==> src/hdl/sbseq_pkg.sv <==
// Constants, register map and carrier types for the standstill current,
// holding brake and motor current reporting block.
// Assumes one 250 MHz clock and an object port indexed by index/subindex.
// Behaviour
// - Current reduction starts only after the motor has been still for the idle time in ms, 1000 by default.
// - Reduction acts only in open loop, with its enable bit set and the motor still.
// - A setting from zero up to below the maximum current is the reduced rms current in mA.
// - A setting from -1 to -100 is a percentage: rated times (setting plus 100) over 100.
// - A nominal overload current above zero caps the rated current at the smaller of it and the maximum.
// - After enable is removed and the motor is still, the brake closes once the close delay in ms has passed.
// - After the brake closes the motor current goes off once the power-off delay has passed, 1000 ms by default.
// - On enable the current goes on first and the brake opens after the open delay, 1000 ms by default.
// - After the brake opens the drive enters operation enabled once the start delay has passed, zero by default.
// - The brake is driven as a PWM of 0 to 2000 Hz, zero by default.
// - The brake PWM duty accepts only 0 or 2 to 100 percent, zero by default.
// - Four measured currents, d, q, phase a and phase b, are read-only signed 32-bit mA values.
// - Each measured current is offered for mapping into transmit process data.
// - The maximum current is an rms value in mA.
package sbseq_pkg;
  // Clock and time base
  localparam int unsigned CLK_PERIOD_NS = 4;
  localparam int unsigned MS_NS = 1000000;
  localparam int unsigned CYC_PER_MS = MS_NS / CLK_PERIOD_NS;
  localparam int unsigned CLK_HZ = 1000000000 / CLK_PERIOD_NS;
  // Object indices and subindices
  localparam logic [15:0] IDX_IDLE_TIME = 16'h2036;
  localparam logic [15:0] IDX_REDUCE_SET = 16'h2037;
  localparam logic [15:0] IDX_BRAKE = 16'h2038;
  localparam logic [15:0] IDX_CURRENTS = 16'h2039;
  localparam logic [7:0] SUB_CLOSE = 8'h01;
  localparam logic [7:0] SUB_PWROFF = 8'h02;
  localparam logic [7:0] SUB_OPEN = 8'h03;
  localparam logic [7:0] SUB_START = 8'h04;
  localparam logic [7:0] SUB_FREQ = 8'h05;
  localparam logic [7:0] SUB_DUTY = 8'h06;
  localparam logic [7:0] SUB_ID = 8'h01;
  localparam logic [7:0] SUB_IQ = 8'h02;
  localparam logic [7:0] SUB_IA = 8'h03;
  localparam logic [7:0] SUB_IB = 8'h04;
  localparam logic [31:0] BRAKE_HIGHEST_SUB = 32'h0000_0006;
  localparam logic [31:0] CURR_HIGHEST_SUB = 32'h0000_0004;
  // Reset values
  localparam logic [31:0] RST_IDLE_TIME = 32'h0000_03E8;
  localparam logic [31:0] RST_REDUCE_SET = 32'h0FFF_FFCE;
  localparam logic [31:0] RST_CLOSE = 32'h0000_0000;
  localparam logic [31:0] RST_PWROFF = 32'h0000_03E8;
  localparam logic [31:0] RST_OPEN = 32'h0000_03E8;
  localparam logic [31:0] RST_START = 32'h0000_0000;
  localparam logic [31:0] RST_FREQ = 32'h0000_0000;
  localparam logic [31:0] RST_DUTY = 32'h0000_0000;
  // Legal ranges
  localparam logic [31:0] FREQ_MAX = 32'h0000_07D0;
  localparam logic [31:0] DUTY_MIN = 32'h0000_0002;
  localparam logic [31:0] DUTY_MAX = 32'h0000_0064;
  localparam logic signed [31:0] PCT_LOW = -32'sh64;
  localparam logic signed [32:0] PCT_BIAS = 33'sh64;
  localparam logic [38:0] PCT_DIV = 39'h64;

  typedef struct packed {
    logic wr;
    logic rd;
    logic [15:0] index;
    logic [7:0] sub;
    logic [31:0] wdata;
  } sbseq_obj_req_t;

  typedef struct packed {
    logic signed [31:0] i_d;
    logic signed [31:0] i_q;
    logic signed [31:0] i_a;
    logic signed [31:0] i_b;
  } sbseq_currents_t;
endpackage

==> src/hdl/sbseq_brake_pwm.sv <==
// Brake coil PWM generator.
// Assumes frequency and duty already range-checked by the object port.
`timescale 1ns/1ps
module sbseq_brake_pwm #(
  parameter int unsigned CLK_HZ = sbseq_pkg::CLK_HZ
) (
  // Clock and reset
  input wire logic sys_clk,
  input wire logic sys_rst,
  // Control
  input wire logic release_en,
  input wire logic [31:0] freq_hz,
  input wire logic [31:0] duty_pct,
  // Coil drive
  output logic coil_q
);
  initial begin
    if (CLK_HZ < 4000 || CLK_HZ > 32'h7FFF_FFFF) begin
      $error("sbseq_brake_pwm: CLK_HZ out of range");
    end
  end

  logic [31:0] phase_q;
  logic [32:0] phase_sum;
  logic [39:0] lhs;
  logic [39:0] rhs;
  logic steady;

  assign phase_sum = {1'b0, phase_q} + {1'b0, freq_hz};
  assign lhs = {8'h00, phase_q} * 40'h64;
  assign rhs = {8'h00, duty_pct} * 40'(CLK_HZ);
  // Zero frequency or zero duty holds the coil steadily on
  assign steady = (freq_hz == 32'h0000_0000) || (duty_pct == 32'h0000_0000);

  // Phase accumulator, one period per CLK_HZ of accumulated frequency
  always_ff @(posedge sys_clk) begin
    if (sys_rst || !release_en || steady) begin
      phase_q <= 32'h0000_0000;
    end else if (phase_sum >= 33'(CLK_HZ)) begin
      phase_q <= 32'(phase_sum - 33'(CLK_HZ));
    end else begin
      phase_q <= phase_sum[31:0];
    end
  end

  always_ff @(posedge sys_clk) begin
    if (sys_rst) begin
      coil_q <= 1'b0;
    end else begin
      coil_q <= release_en && (steady || (lhs < rhs));
    end
  end
endmodule // sbseq_brake_pwm

==> src/hdl/sbseq_top.sv <==
// Standstill current reduction, holding brake sequencer and measured
// current reporting, reached through an object index/subindex port.
// Assumes synchronous inputs, maximum and nominal currents supplied as mA.
`timescale 1ns/1ps
module sbseq_top #(
  parameter int unsigned CYC_PER_MS = sbseq_pkg::CYC_PER_MS
) (
  // Clock and reset
  input wire logic sys_clk,
  input wire logic sys_rst,
  // Object port
  input wire sbseq_pkg::sbseq_obj_req_t obj_req,
  output logic [31:0] obj_rdata_q,
  output logic obj_ack_q,
  output logic obj_err_q,
  // Drive context
  input wire logic open_loop,
  input wire logic reduce_enable,
  input wire logic motor_stationary,
  input wire logic motion_cmd,
  input wire logic enable_req,
  input wire logic [31:0] max_current_ma,
  input wire logic [31:0] nominal_current_ma,
  // Measured currents
  input wire sbseq_pkg::sbseq_currents_t meas_currents,
  // Outputs to the power stage, brake and process data
  output logic [31:0] current_limit_q,
  output logic reduction_active_q,
  output logic current_on_q,
  output logic brake_coil_q,
  output logic op_enabled_q,
  output sbseq_pkg::sbseq_currents_t pdo_currents_q
);
  initial begin
    if (CYC_PER_MS < 2) begin
      $error("sbseq_top: CYC_PER_MS must be at least 2");
    end
  end

  typedef enum logic [5:0] {
    SB_OFF = 6'b000001,
    SB_RELEASE = 6'b000010,
    SB_START = 6'b000100,
    SB_RUN = 6'b001000,
    SB_HOLD = 6'b010000,
    SB_SHUTDN = 6'b100000
  } sbseq_state_t;

  logic [31:0] idle_time_q;
  logic signed [31:0] reduce_set_q;
  logic [31:0] close_dly_q;
  logic [31:0] pwroff_dly_q;
  logic [31:0] open_dly_q;
  logic [31:0] start_dly_q;
  logic [31:0] freq_q;
  logic [31:0] duty_q;
  logic [31:0] tick_cnt_q;
  logic ms_tick_q;
  logic [31:0] idle_ms_q;
  logic [31:0] seq_ms_q;
  sbseq_state_t state_q;
  sbseq_state_t state_d;
  logic brake_release_q;
  logic [31:0] rated;
  logic [6:0] pct_mult;
  logic [38:0] pct_prod;
  logic [31:0] reduced;
  logic set_abs;
  logic set_pct;
  logic reduce_d;
  logic [31:0] limit_d;
  logic wr_bad;

  // Millisecond time base
  always_ff @(posedge sys_clk) begin
    if (sys_rst || tick_cnt_q == 32'(CYC_PER_MS - 1)) begin
      tick_cnt_q <= 32'h0000_0000;
    end else begin
      tick_cnt_q <= tick_cnt_q + 32'h0000_0001;
    end
  end

  always_ff @(posedge sys_clk) begin
    if (sys_rst) begin
      ms_tick_q <= 1'b0;
    end else begin
      ms_tick_q <= (tick_cnt_q == 32'(CYC_PER_MS - 1));
    end
  end

  // Standstill idle timer, restarted by motion
  always_ff @(posedge sys_clk) begin
    if (sys_rst || motion_cmd || !motor_stationary) begin
      idle_ms_q <= 32'h0000_0000;
    end else if (ms_tick_q && idle_ms_q != 32'hFFFF_FFFF) begin
      idle_ms_q <= idle_ms_q + 32'h0000_0001;
    end
  end

  // Rated current and reduced target
  always_comb begin
    rated = max_current_ma;
    if (nominal_current_ma != 32'h0000_0000 &&
        nominal_current_ma < max_current_ma) begin
      rated = nominal_current_ma;
    end
  end

  assign set_abs = !reduce_set_q[31] &&
                   ($unsigned(reduce_set_q) < max_current_ma);
  assign set_pct = reduce_set_q[31] &&
                   (reduce_set_q >= sbseq_pkg::PCT_LOW);
  assign pct_mult = 7'(33'(reduce_set_q) + sbseq_pkg::PCT_BIAS);
  assign pct_prod = {7'h00, rated} * {32'h0000_0000, pct_mult};

  always_comb begin
    reduced = max_current_ma;
    if (set_abs) begin
      reduced = $unsigned(reduce_set_q);
    end else if (set_pct) begin
      reduced = 32'(pct_prod / sbseq_pkg::PCT_DIV);
    end
  end

  assign reduce_d = open_loop && reduce_enable && motor_stationary &&
                    !motion_cmd && (idle_ms_q >= idle_time_q) &&
                    (set_abs || set_pct);

  always_comb begin
    limit_d = 32'h0000_0000;
    if (current_on_q) begin
      limit_d = reduce_d ? reduced : max_current_ma;
    end
  end

  always_ff @(posedge sys_clk) begin
    if (sys_rst) begin
      reduction_active_q <= 1'b0;
      current_limit_q <= 32'h0000_0000;
    end else begin
      reduction_active_q <= reduce_d;
      current_limit_q <= limit_d;
    end
  end

  // Brake and power sequence
  always_comb begin
    state_d = state_q;
    unique case (state_q)
      SB_OFF: begin
        if (enable_req) state_d = SB_RELEASE;
      end
      SB_RELEASE: begin
        if (seq_ms_q >= open_dly_q) state_d = SB_START;
      end
      SB_START: begin
        if (seq_ms_q >= start_dly_q) state_d = SB_RUN;
      end
      SB_RUN: begin
        if (!enable_req) state_d = SB_HOLD;
      end
      SB_HOLD: begin
        if (enable_req) begin
          state_d = SB_RUN;
        end else if (motor_stationary && seq_ms_q >= close_dly_q) begin
          state_d = SB_SHUTDN;
        end
      end
      SB_SHUTDN: begin
        if (enable_req) begin
          state_d = SB_RELEASE;
        end else if (seq_ms_q >= pwroff_dly_q) begin
          state_d = SB_OFF;
        end
      end
      default: state_d = SB_OFF;
    endcase
  end

  always_ff @(posedge sys_clk) begin
    if (sys_rst) begin
      state_q <= SB_OFF;
    end else begin
      state_q <= state_d;
    end
  end

  // Delay counter, restarted on each step and, in SB_HOLD, while the motor moves
  always_ff @(posedge sys_clk) begin
    if (sys_rst || state_d != state_q ||
        (state_q == SB_HOLD && !motor_stationary)) begin
      seq_ms_q <= 32'h0000_0000;
    end else if (ms_tick_q && seq_ms_q != 32'hFFFF_FFFF) begin
      seq_ms_q <= seq_ms_q + 32'h0000_0001;
    end
  end

  always_ff @(posedge sys_clk) begin
    if (sys_rst) begin
      current_on_q <= 1'b0;
      brake_release_q <= 1'b0;
      op_enabled_q <= 1'b0;
    end else begin
      current_on_q <= (state_d != SB_OFF);
      brake_release_q <= (state_d == SB_START) || (state_d == SB_RUN) ||
                         (state_d == SB_HOLD);
      op_enabled_q <= (state_d == SB_RUN);
    end
  end

  sbseq_brake_pwm u_pwm (
    .sys_clk(sys_clk),
    .sys_rst(sys_rst),
    .release_en(brake_release_q),
    .freq_hz(freq_q),
    .duty_pct(duty_q),
    .coil_q(brake_coil_q)
  );

  // Measured currents to process data
  always_ff @(posedge sys_clk) begin
    if (sys_rst) begin
      pdo_currents_q <= '0;
    end else begin
      pdo_currents_q <= meas_currents;
    end
  end

  // Object writes; illegal PWM values are refused and keep the old value
  always_comb begin
    wr_bad = 1'b1;
    unique case (obj_req.index)
      sbseq_pkg::IDX_IDLE_TIME,
      sbseq_pkg::IDX_REDUCE_SET: wr_bad = (obj_req.sub != 8'h00);
      sbseq_pkg::IDX_BRAKE: begin
        if (obj_req.sub == sbseq_pkg::SUB_FREQ) begin
          wr_bad = (obj_req.wdata > sbseq_pkg::FREQ_MAX);
        end else if (obj_req.sub == sbseq_pkg::SUB_DUTY) begin
          wr_bad = (obj_req.wdata != 32'h0000_0000) &&
                   ((obj_req.wdata < sbseq_pkg::DUTY_MIN) ||
                    (obj_req.wdata > sbseq_pkg::DUTY_MAX));
        end else begin
          wr_bad = (obj_req.sub < sbseq_pkg::SUB_CLOSE) ||
                   (obj_req.sub > sbseq_pkg::SUB_DUTY);
        end
      end
      default: wr_bad = 1'b1;
    endcase
  end

  always_ff @(posedge sys_clk) begin
    if (sys_rst) begin
      idle_time_q <= sbseq_pkg::RST_IDLE_TIME;
      reduce_set_q <= sbseq_pkg::RST_REDUCE_SET;
      close_dly_q <= sbseq_pkg::RST_CLOSE;
      pwroff_dly_q <= sbseq_pkg::RST_PWROFF;
      open_dly_q <= sbseq_pkg::RST_OPEN;
      start_dly_q <= sbseq_pkg::RST_START;
      freq_q <= sbseq_pkg::RST_FREQ;
      duty_q <= sbseq_pkg::RST_DUTY;
    end else if (obj_req.wr && !wr_bad) begin
      if (obj_req.index == sbseq_pkg::IDX_IDLE_TIME) begin
        idle_time_q <= obj_req.wdata;
      end else if (obj_req.index == sbseq_pkg::IDX_REDUCE_SET) begin
        reduce_set_q <= obj_req.wdata;
      end else begin
        unique case (obj_req.sub)
          sbseq_pkg::SUB_CLOSE: close_dly_q <= obj_req.wdata;
          sbseq_pkg::SUB_PWROFF: pwroff_dly_q <= obj_req.wdata;
          sbseq_pkg::SUB_OPEN: open_dly_q <= obj_req.wdata;
          sbseq_pkg::SUB_START: start_dly_q <= obj_req.wdata;
          sbseq_pkg::SUB_FREQ: freq_q <= obj_req.wdata;
          default: duty_q <= obj_req.wdata;
        endcase
      end
    end
  end

  // Object reads and answers
  always_ff @(posedge sys_clk) begin
    if (sys_rst) begin
      obj_rdata_q <= 32'h0000_0000;
      obj_ack_q <= 1'b0;
      obj_err_q <= 1'b0;
    end else begin
      obj_ack_q <= obj_req.wr || obj_req.rd;
      obj_err_q <= obj_req.wr ? wr_bad : 1'b0;
      obj_rdata_q <= 32'h0000_0000;
      if (obj_req.rd) begin
        obj_err_q <= 1'b0;
        unique case ({obj_req.index, obj_req.sub})
          {sbseq_pkg::IDX_IDLE_TIME, 8'h00}: obj_rdata_q <= idle_time_q;
          {sbseq_pkg::IDX_REDUCE_SET, 8'h00}: obj_rdata_q <= reduce_set_q;
          {sbseq_pkg::IDX_BRAKE, 8'h00}:
            obj_rdata_q <= sbseq_pkg::BRAKE_HIGHEST_SUB;
          {sbseq_pkg::IDX_BRAKE, sbseq_pkg::SUB_CLOSE}:
            obj_rdata_q <= close_dly_q;
          {sbseq_pkg::IDX_BRAKE, sbseq_pkg::SUB_PWROFF}:
            obj_rdata_q <= pwroff_dly_q;
          {sbseq_pkg::IDX_BRAKE, sbseq_pkg::SUB_OPEN}:
            obj_rdata_q <= open_dly_q;
          {sbseq_pkg::IDX_BRAKE, sbseq_pkg::SUB_START}:
            obj_rdata_q <= start_dly_q;
          {sbseq_pkg::IDX_BRAKE, sbseq_pkg::SUB_FREQ}: obj_rdata_q <= freq_q;
          {sbseq_pkg::IDX_BRAKE, sbseq_pkg::SUB_DUTY}: obj_rdata_q <= duty_q;
          {sbseq_pkg::IDX_CURRENTS, 8'h00}:
            obj_rdata_q <= sbseq_pkg::CURR_HIGHEST_SUB;
          {sbseq_pkg::IDX_CURRENTS, sbseq_pkg::SUB_ID}:
            obj_rdata_q <= pdo_currents_q.i_d;
          {sbseq_pkg::IDX_CURRENTS, sbseq_pkg::SUB_IQ}:
            obj_rdata_q <= pdo_currents_q.i_q;
          {sbseq_pkg::IDX_CURRENTS, sbseq_pkg::SUB_IA}:
            obj_rdata_q <= pdo_currents_q.i_a;
          {sbseq_pkg::IDX_CURRENTS, sbseq_pkg::SUB_IB}:
            obj_rdata_q <= pdo_currents_q.i_b;
          default: obj_err_q <= 1'b1;
        endcase
      end
    end
  end
endmodule // sbseq_top

==> config.mk <==
export PLATFORM = sky130hd
export DESIGN_NAME = sbseq_top
export DESIGN_NICKNAME = d
export VERILOG_FILES = /design/src/hdl/sbseq_pkg.sv /design/src/hdl/sbseq_brake_pwm.sv /design/src/hdl/sbseq_top.sv
export SDC_FILE = /design/constraint.sdc
export NUM_CORES = 2
export LEC_CHECK = 0
export ABC_CLOCK_PERIOD_IN_PS = 68200
export BUFFER_PORTS_ARGS = -buffer_cell sky130_fd_sc_hd__buf_4
export CAP_MARGIN = 25
export CORE_MARGIN = 5
export CORE_UTILIZATION = 25
export DETAILED_ROUTE_END_ITERATION = 16
export GPL_TIMING_DRIVEN = 0
export PLACE_DENSITY = 0.38
export SYNTH_ARGS = -nofsm -noshare
export SYNTH_HDL_FRONTEND = slang
export SYNTH_HIERARCHICAL = 1
export SYNTH_SLANG_ARGS = --single-unit
==> constraint.sdc <==
create_clock -name sys_clk -period 68.2 [get_ports sys_clk]
set_input_delay 3.41 -clock sys_clk [delete_from_list [all_inputs] [get_ports sys_clk]]
set_output_delay 3.41 -clock sys_clk [all_outputs]
set_load 0.01 [all_outputs]
# Yosys cells after proc, flatten, opt, wreduce, memory -nomap -nowiden
# Cells that the tools add are included.
# classes
n_addsub	6
mul	3
div	1
magnitude_cmp	15
eq_ne	37
muxes	21
bitwise	5
reduce_logical	53
# ops
op	n
32-bit one-hot mux with 14 select lines	1
24-bit by 22-bit == test with 1-bit output, second input constant	14
32-bit >= comparator	5
32-bit 2-to-1 mux	5
32-bit by 1-bit adder with 32-bit output, second input constant	3
32-bit zero test	2
32-bit < comparator	2
32-bit != test, second input constant	2
32-bit nonzero test	2
16-bit by 14-bit == test with 1-bit output, second input constant	3
6-bit 2-to-1 mux	8
39-bit by 40-bit < comparator with 1-bit output	1
39-bit by 7-bit divider with 39-bit output, second input constant	1
32-bit by 7-bit multiplier with 39-bit output	1
32-bit by 5-bit multiplier with 37-bit output, second input constant	1
6-bit one-hot mux with 6 select lines	1
32-bit by 32-bit adder with 33-bit output	1
33-bit by 28-bit >= comparator with 1-bit output, second input constant	1
32-bit by 21-bit multiplier with 33-bit output, second input constant	1
32-bit by 18-bit == test with 1-bit output, second input constant	1
32-bit by 8-bit >= comparator with 1-bit output, second input constant	1
32-bit by 11-bit > comparator with 1-bit output, second input constant	1
32-bit by 7-bit > comparator with 1-bit output, second input constant	1
32-bit by 2-bit < comparator with 1-bit output, second input constant	1
other kinds (28)	81
# word_totals
ff_bits	590
input_bits	257
out_inout_bits	198
wordCells	168

# Logic depth before layout (Yosys ltp)
# depth
depth_word	9
mapped_depth	122

# By module
# The synthesis kept the hierarchy.
# by_module_without_submodules
mod	n_inst	cells_each	area_each_um2
sbseq_top	1	5027	41243.3
sbseq_brake_pwm	1	2018	16932.5

# Least setup slack after synthesis
# Ideal clock, no wire load.
# synth_path
path_type	input to register
from	input max_current_ma[1]
to	register current_limit_q[0]
setup_ps	86
t_arrival_ps	28580
required_ps	68114
path_slack_ps	39535
stages	114
n_path_buf	9
cell_sequence	inv_1 -> ha_1 -> a21o_1 -> a21o_1 -> a21oi_1 -> o21ai_0 -> a21o_1 -> a21oi_1 -> o21ai_0 -> a21oi_1 -> o21ai_0 -> a21oi_1 -> o21ai_0 -> a21o_1 -> a21oi_1 -> o21ai_0 -> a21o_1 -> a21o_1 -> (+78 left out) -> or3b_1 -> a41oi_1 -> a21oi_1 -> or4_1 -> a32oi_1 -> xor2_1 -> o31a_2 -> a211oi_4 -> o31ai_4 -> and3_1 -> or4_1 -> buf_6 -> a211oi_4 -> mux2i_1 -> o22ai_1 -> o21ba_2 -> a211oi_1 -> a211oi_1
# synth_via
elab_chain_cells	8
word_cells_on_any_way	12
cone_classes	1 x mul; 1 x div; 2 x order compare; 4 x mux; 4 x reduce/logical
# synth_lines
element	line	rtl
from (decl)	sbseq_top.sv:22	input wire logic [31:0] max_current_ma,
32-bit < comparator	sbseq_top.sv:104	nominal_current_ma < max_current_ma) begin
1-bit logical AND	sbseq_top.sv:103	if (nominal_current_ma != 32'h0000_0000 &&
32-bit 2-to-1 mux	sbseq_top.sv:103	
32-bit by 7-bit multiplier with 39-bit output	sbseq_top.sv:114	assign pct_prod = {7'h00, rated} * {32'h0000_0000, pct_mult};
39-bit by 7-bit divider with 39-bit output	sbseq_top.sv:121	reduced = 32'(pct_prod / sbseq_pkg::PCT_DIV);
32-bit 2-to-1 mux	sbseq_top.sv:120	end else if (set_pct) begin
32-bit 2-to-1 mux	sbseq_top.sv:118	if (set_abs) begin
32-bit 2-to-1 mux *	sbseq_top.sv:132	limit_d = reduce_d ? reduced : max_current_ma;
to (signal assigned)	sbseq_top.sv:142	current_limit_q <= limit_d;
to (decl)	sbseq_top.sv:27	output logic [31:0] current_limit_q,
# Mark *: on every way between the ends. The rest lies on a longest branch, timed or not.
# A chain may end at the register's enable or synchronous reset.

# Worst setup path after layout
# layout_path
from	input max_current_ma[1]
to	register current_limit_q[1]
# The elaborated chain is that of the path after synthesis.

==> metrics <==
hpwl dp 229 mm; routed length on met1 roughly 120 mm; Synth Net Count 8290; max reg flops 128; Async SR Flop Fraction 0%; Placer Congestion 0.920; post-CTS sizing 0; Port Buffers between 400 and 500; Die Y around 490 um; DRC viols 0; # IOs 455; Inst Count DP 10600; vias in the first global route roughly 54000; worst slew pin tran 1.20 ns; fin nets between 8000 and 9000; mapped cell area 0.0582 mm2; Post-Layout Cell Count 10700; area growth from synthesis to final layout 18.4%; pre-CTS setup slack 32.01 ns; WL met3 roughly 17 mm; Syn Area/Cell 8.26 um2; CP Capture Type register; clk slew on worst S/H paths approximately 0.06 ns; flops & latches, synth 590; top-area cell type share of the netlist area 20.3%; first-pass GRT wire length 393 mm; post-route ant nets 0; Overall Global Routing Usage 21.9%; hold_buf cts 0; cell with the most instances after synthesis inv_1; total of max-cap violations 0; Worst path max stage delay roughly 0.83 ns; Starting Density 25.1%; setup slack after layout 32.91 ns; Synth Flop Type dfxtp_1; crit path time final 35.29 ns; Top Metal Used met5; cts bufs inserted 79; post-DR vias/cell 5.08; final setup vio count 0; Slew Limit Headroom 19.8%; WL per Instance 25.6 um; Slew Limit Fails 0; synth cell count leaders inv_1 (890), nand2_1 (649), ha_1 (615); worst-path maximum fanout 10; setup_tns 0 ns; clk_lat worst skew 0.73 ns; DIE WIDTH 492 um; CP max stage cell nor4_1; critical path type in2reg; CTS tree done; # rows about 180; initial antenna violation count 25; Crit path required time 68.79 ns; Root Driver clkbuf_16; drt initial violations between 4000 and 5000; Post-synth EDFFs 0; met2 WL post-DR 128 mm; fraction of layout cells with a size suffix above 1 about 11%; Synth area leader dfxtp_1; status finished, final reports clean; drt pass-1 iters 7; Max Clock Skew 0.0606 ns; Final Hold Fails 0; CTS Buffer Depth 3; Top reg by flops pdo_currents_q; grt total ovfl 0; DRT Wirelength 275 mm; Post-CTS Setup Repair Bufs 0; top area cells in the synthesized netlist dfxtp_1 (20%), ha_1 (13%), fa_1 (13%); Die ar. around 0.24 mm2; clock sink total 590; final period utilization 51.7%; RSZ-0062 raised after global routing false; HP Class reg2reg; Synth Instances 7045; Synth Warn # 6; H-Tree Level Count 3; largest net degree at the start of global routing 15; CORE AREA between 0.2 and 0.25 mm2; Data arrival, critical path approximately 36 ns; Synth cell types about 150; CP most frequent cell a21oi_1; routed via count about 55000; Fmax 0.0283 GHz; fin util 29.7%; critical path startpoint category primary input; sequential area share after synthesis 20.3%
==> layer usage <==
| layer | vias up | global-route usage, % |
|---|---|---|
| met5 | - | 0 |
| met4 | 6 | 9.01 |
| met3 | 364 | 3.55 |
| met2 | 1859 | 36.7 |
| met1 | 26700 | 28.1 |
| li1 | 25600 | - |
==> cell usage in the layout, fill, tap and decap left out, drive strengths merged, types with 86 or more instances in the layout <==
cell type  synthesis  layout
a211oi            86      86
nand2b           124     124
nand2            652     652
xnor2            148     148
ha               615     615
o21ai            262     262
mux2i            107     107
and2              99      99
fa               373     373
clkbuf           208     316
nor2b            272     272
a221oi           101     101
dfxtp            590     590
buf               73     562
inv              890     896
nand3            154     154
a21oi            453     453
xor2             131     131
nor3             120     120
nor2             502     502
==> layout make-up <==
cell class | count | area [um2]
diodes | 22 | 55.1
inverters | 890 | 3340
clock inverters | 40 | 668
clock buffers | 106 | 2180
fillers | 24900 | 163000
multi-input cells | 5283 | 41800
plain buffers | 282 | 1290
repair buffers | 492 | 3940
well taps | 3043 | 3810
flip-flops and latches | 590 | 11800
==> final timing paths <==
kind,from,to,slack (ns),cells past startpoint
worst max-delay path,max_current_ma[1],current_limit_q[1],32.91,112
worst min-delay path,pwroff_dly_q[1],pwroff_dly_q[1],0.45,2
worst max register to register,reduce_set_q[2],current_limit_q[1],38.79,89
worst min register to register,pwroff_dly_q[1],pwroff_dly_q[1],0.45,2
==> kinds of logic (layout without fill, tap and decap cells) <==
family / after synthesis / in the layout / share of synthesized area [%]
compound gates: 1634 / 1634 / 19.8
xor+xnor: 279 / 279 / 4.25
fa+ha+maj: 990 / 990 / 26.1
buf+inv: 1172 / 1810 / 7.96
flops: 590 / 590 / 20.3
mux: 120 / 120 / 2.10
other cells: 0 / 22 / 0
simple gates: 2260 / 2260 / 19.4
==> worst max-delay path, delay by kind of cell <==
| family | cells | cell delay, ns |
|---|---|---|
| buffers and inverters | 14 | 2.39 |
| and+or+nand+nor | 25 | 7.91 |
| xor gates and xnor gates | 2 | 0.93 |
| adders and majority gates | 6 | 2.69 |
| muxes | 3 | 1.71 |
| AOI/OAI and AO/OA | 62 | 16.78 |
==> through the flow <==
step / hold slack, ns / instance area, um2
final: 0.454 / 68900
after global routing: 0.464 / 68800
after CTS: 0.451 / 68700
after detailed placement: 0.443 / 65900
after global placement: 0.440 / 65300
after floorplan: 0.426 / 58200
Power is not shown: default switching activity piles up to over one toggle a cycle in this logic, so the estimate is an artifact.
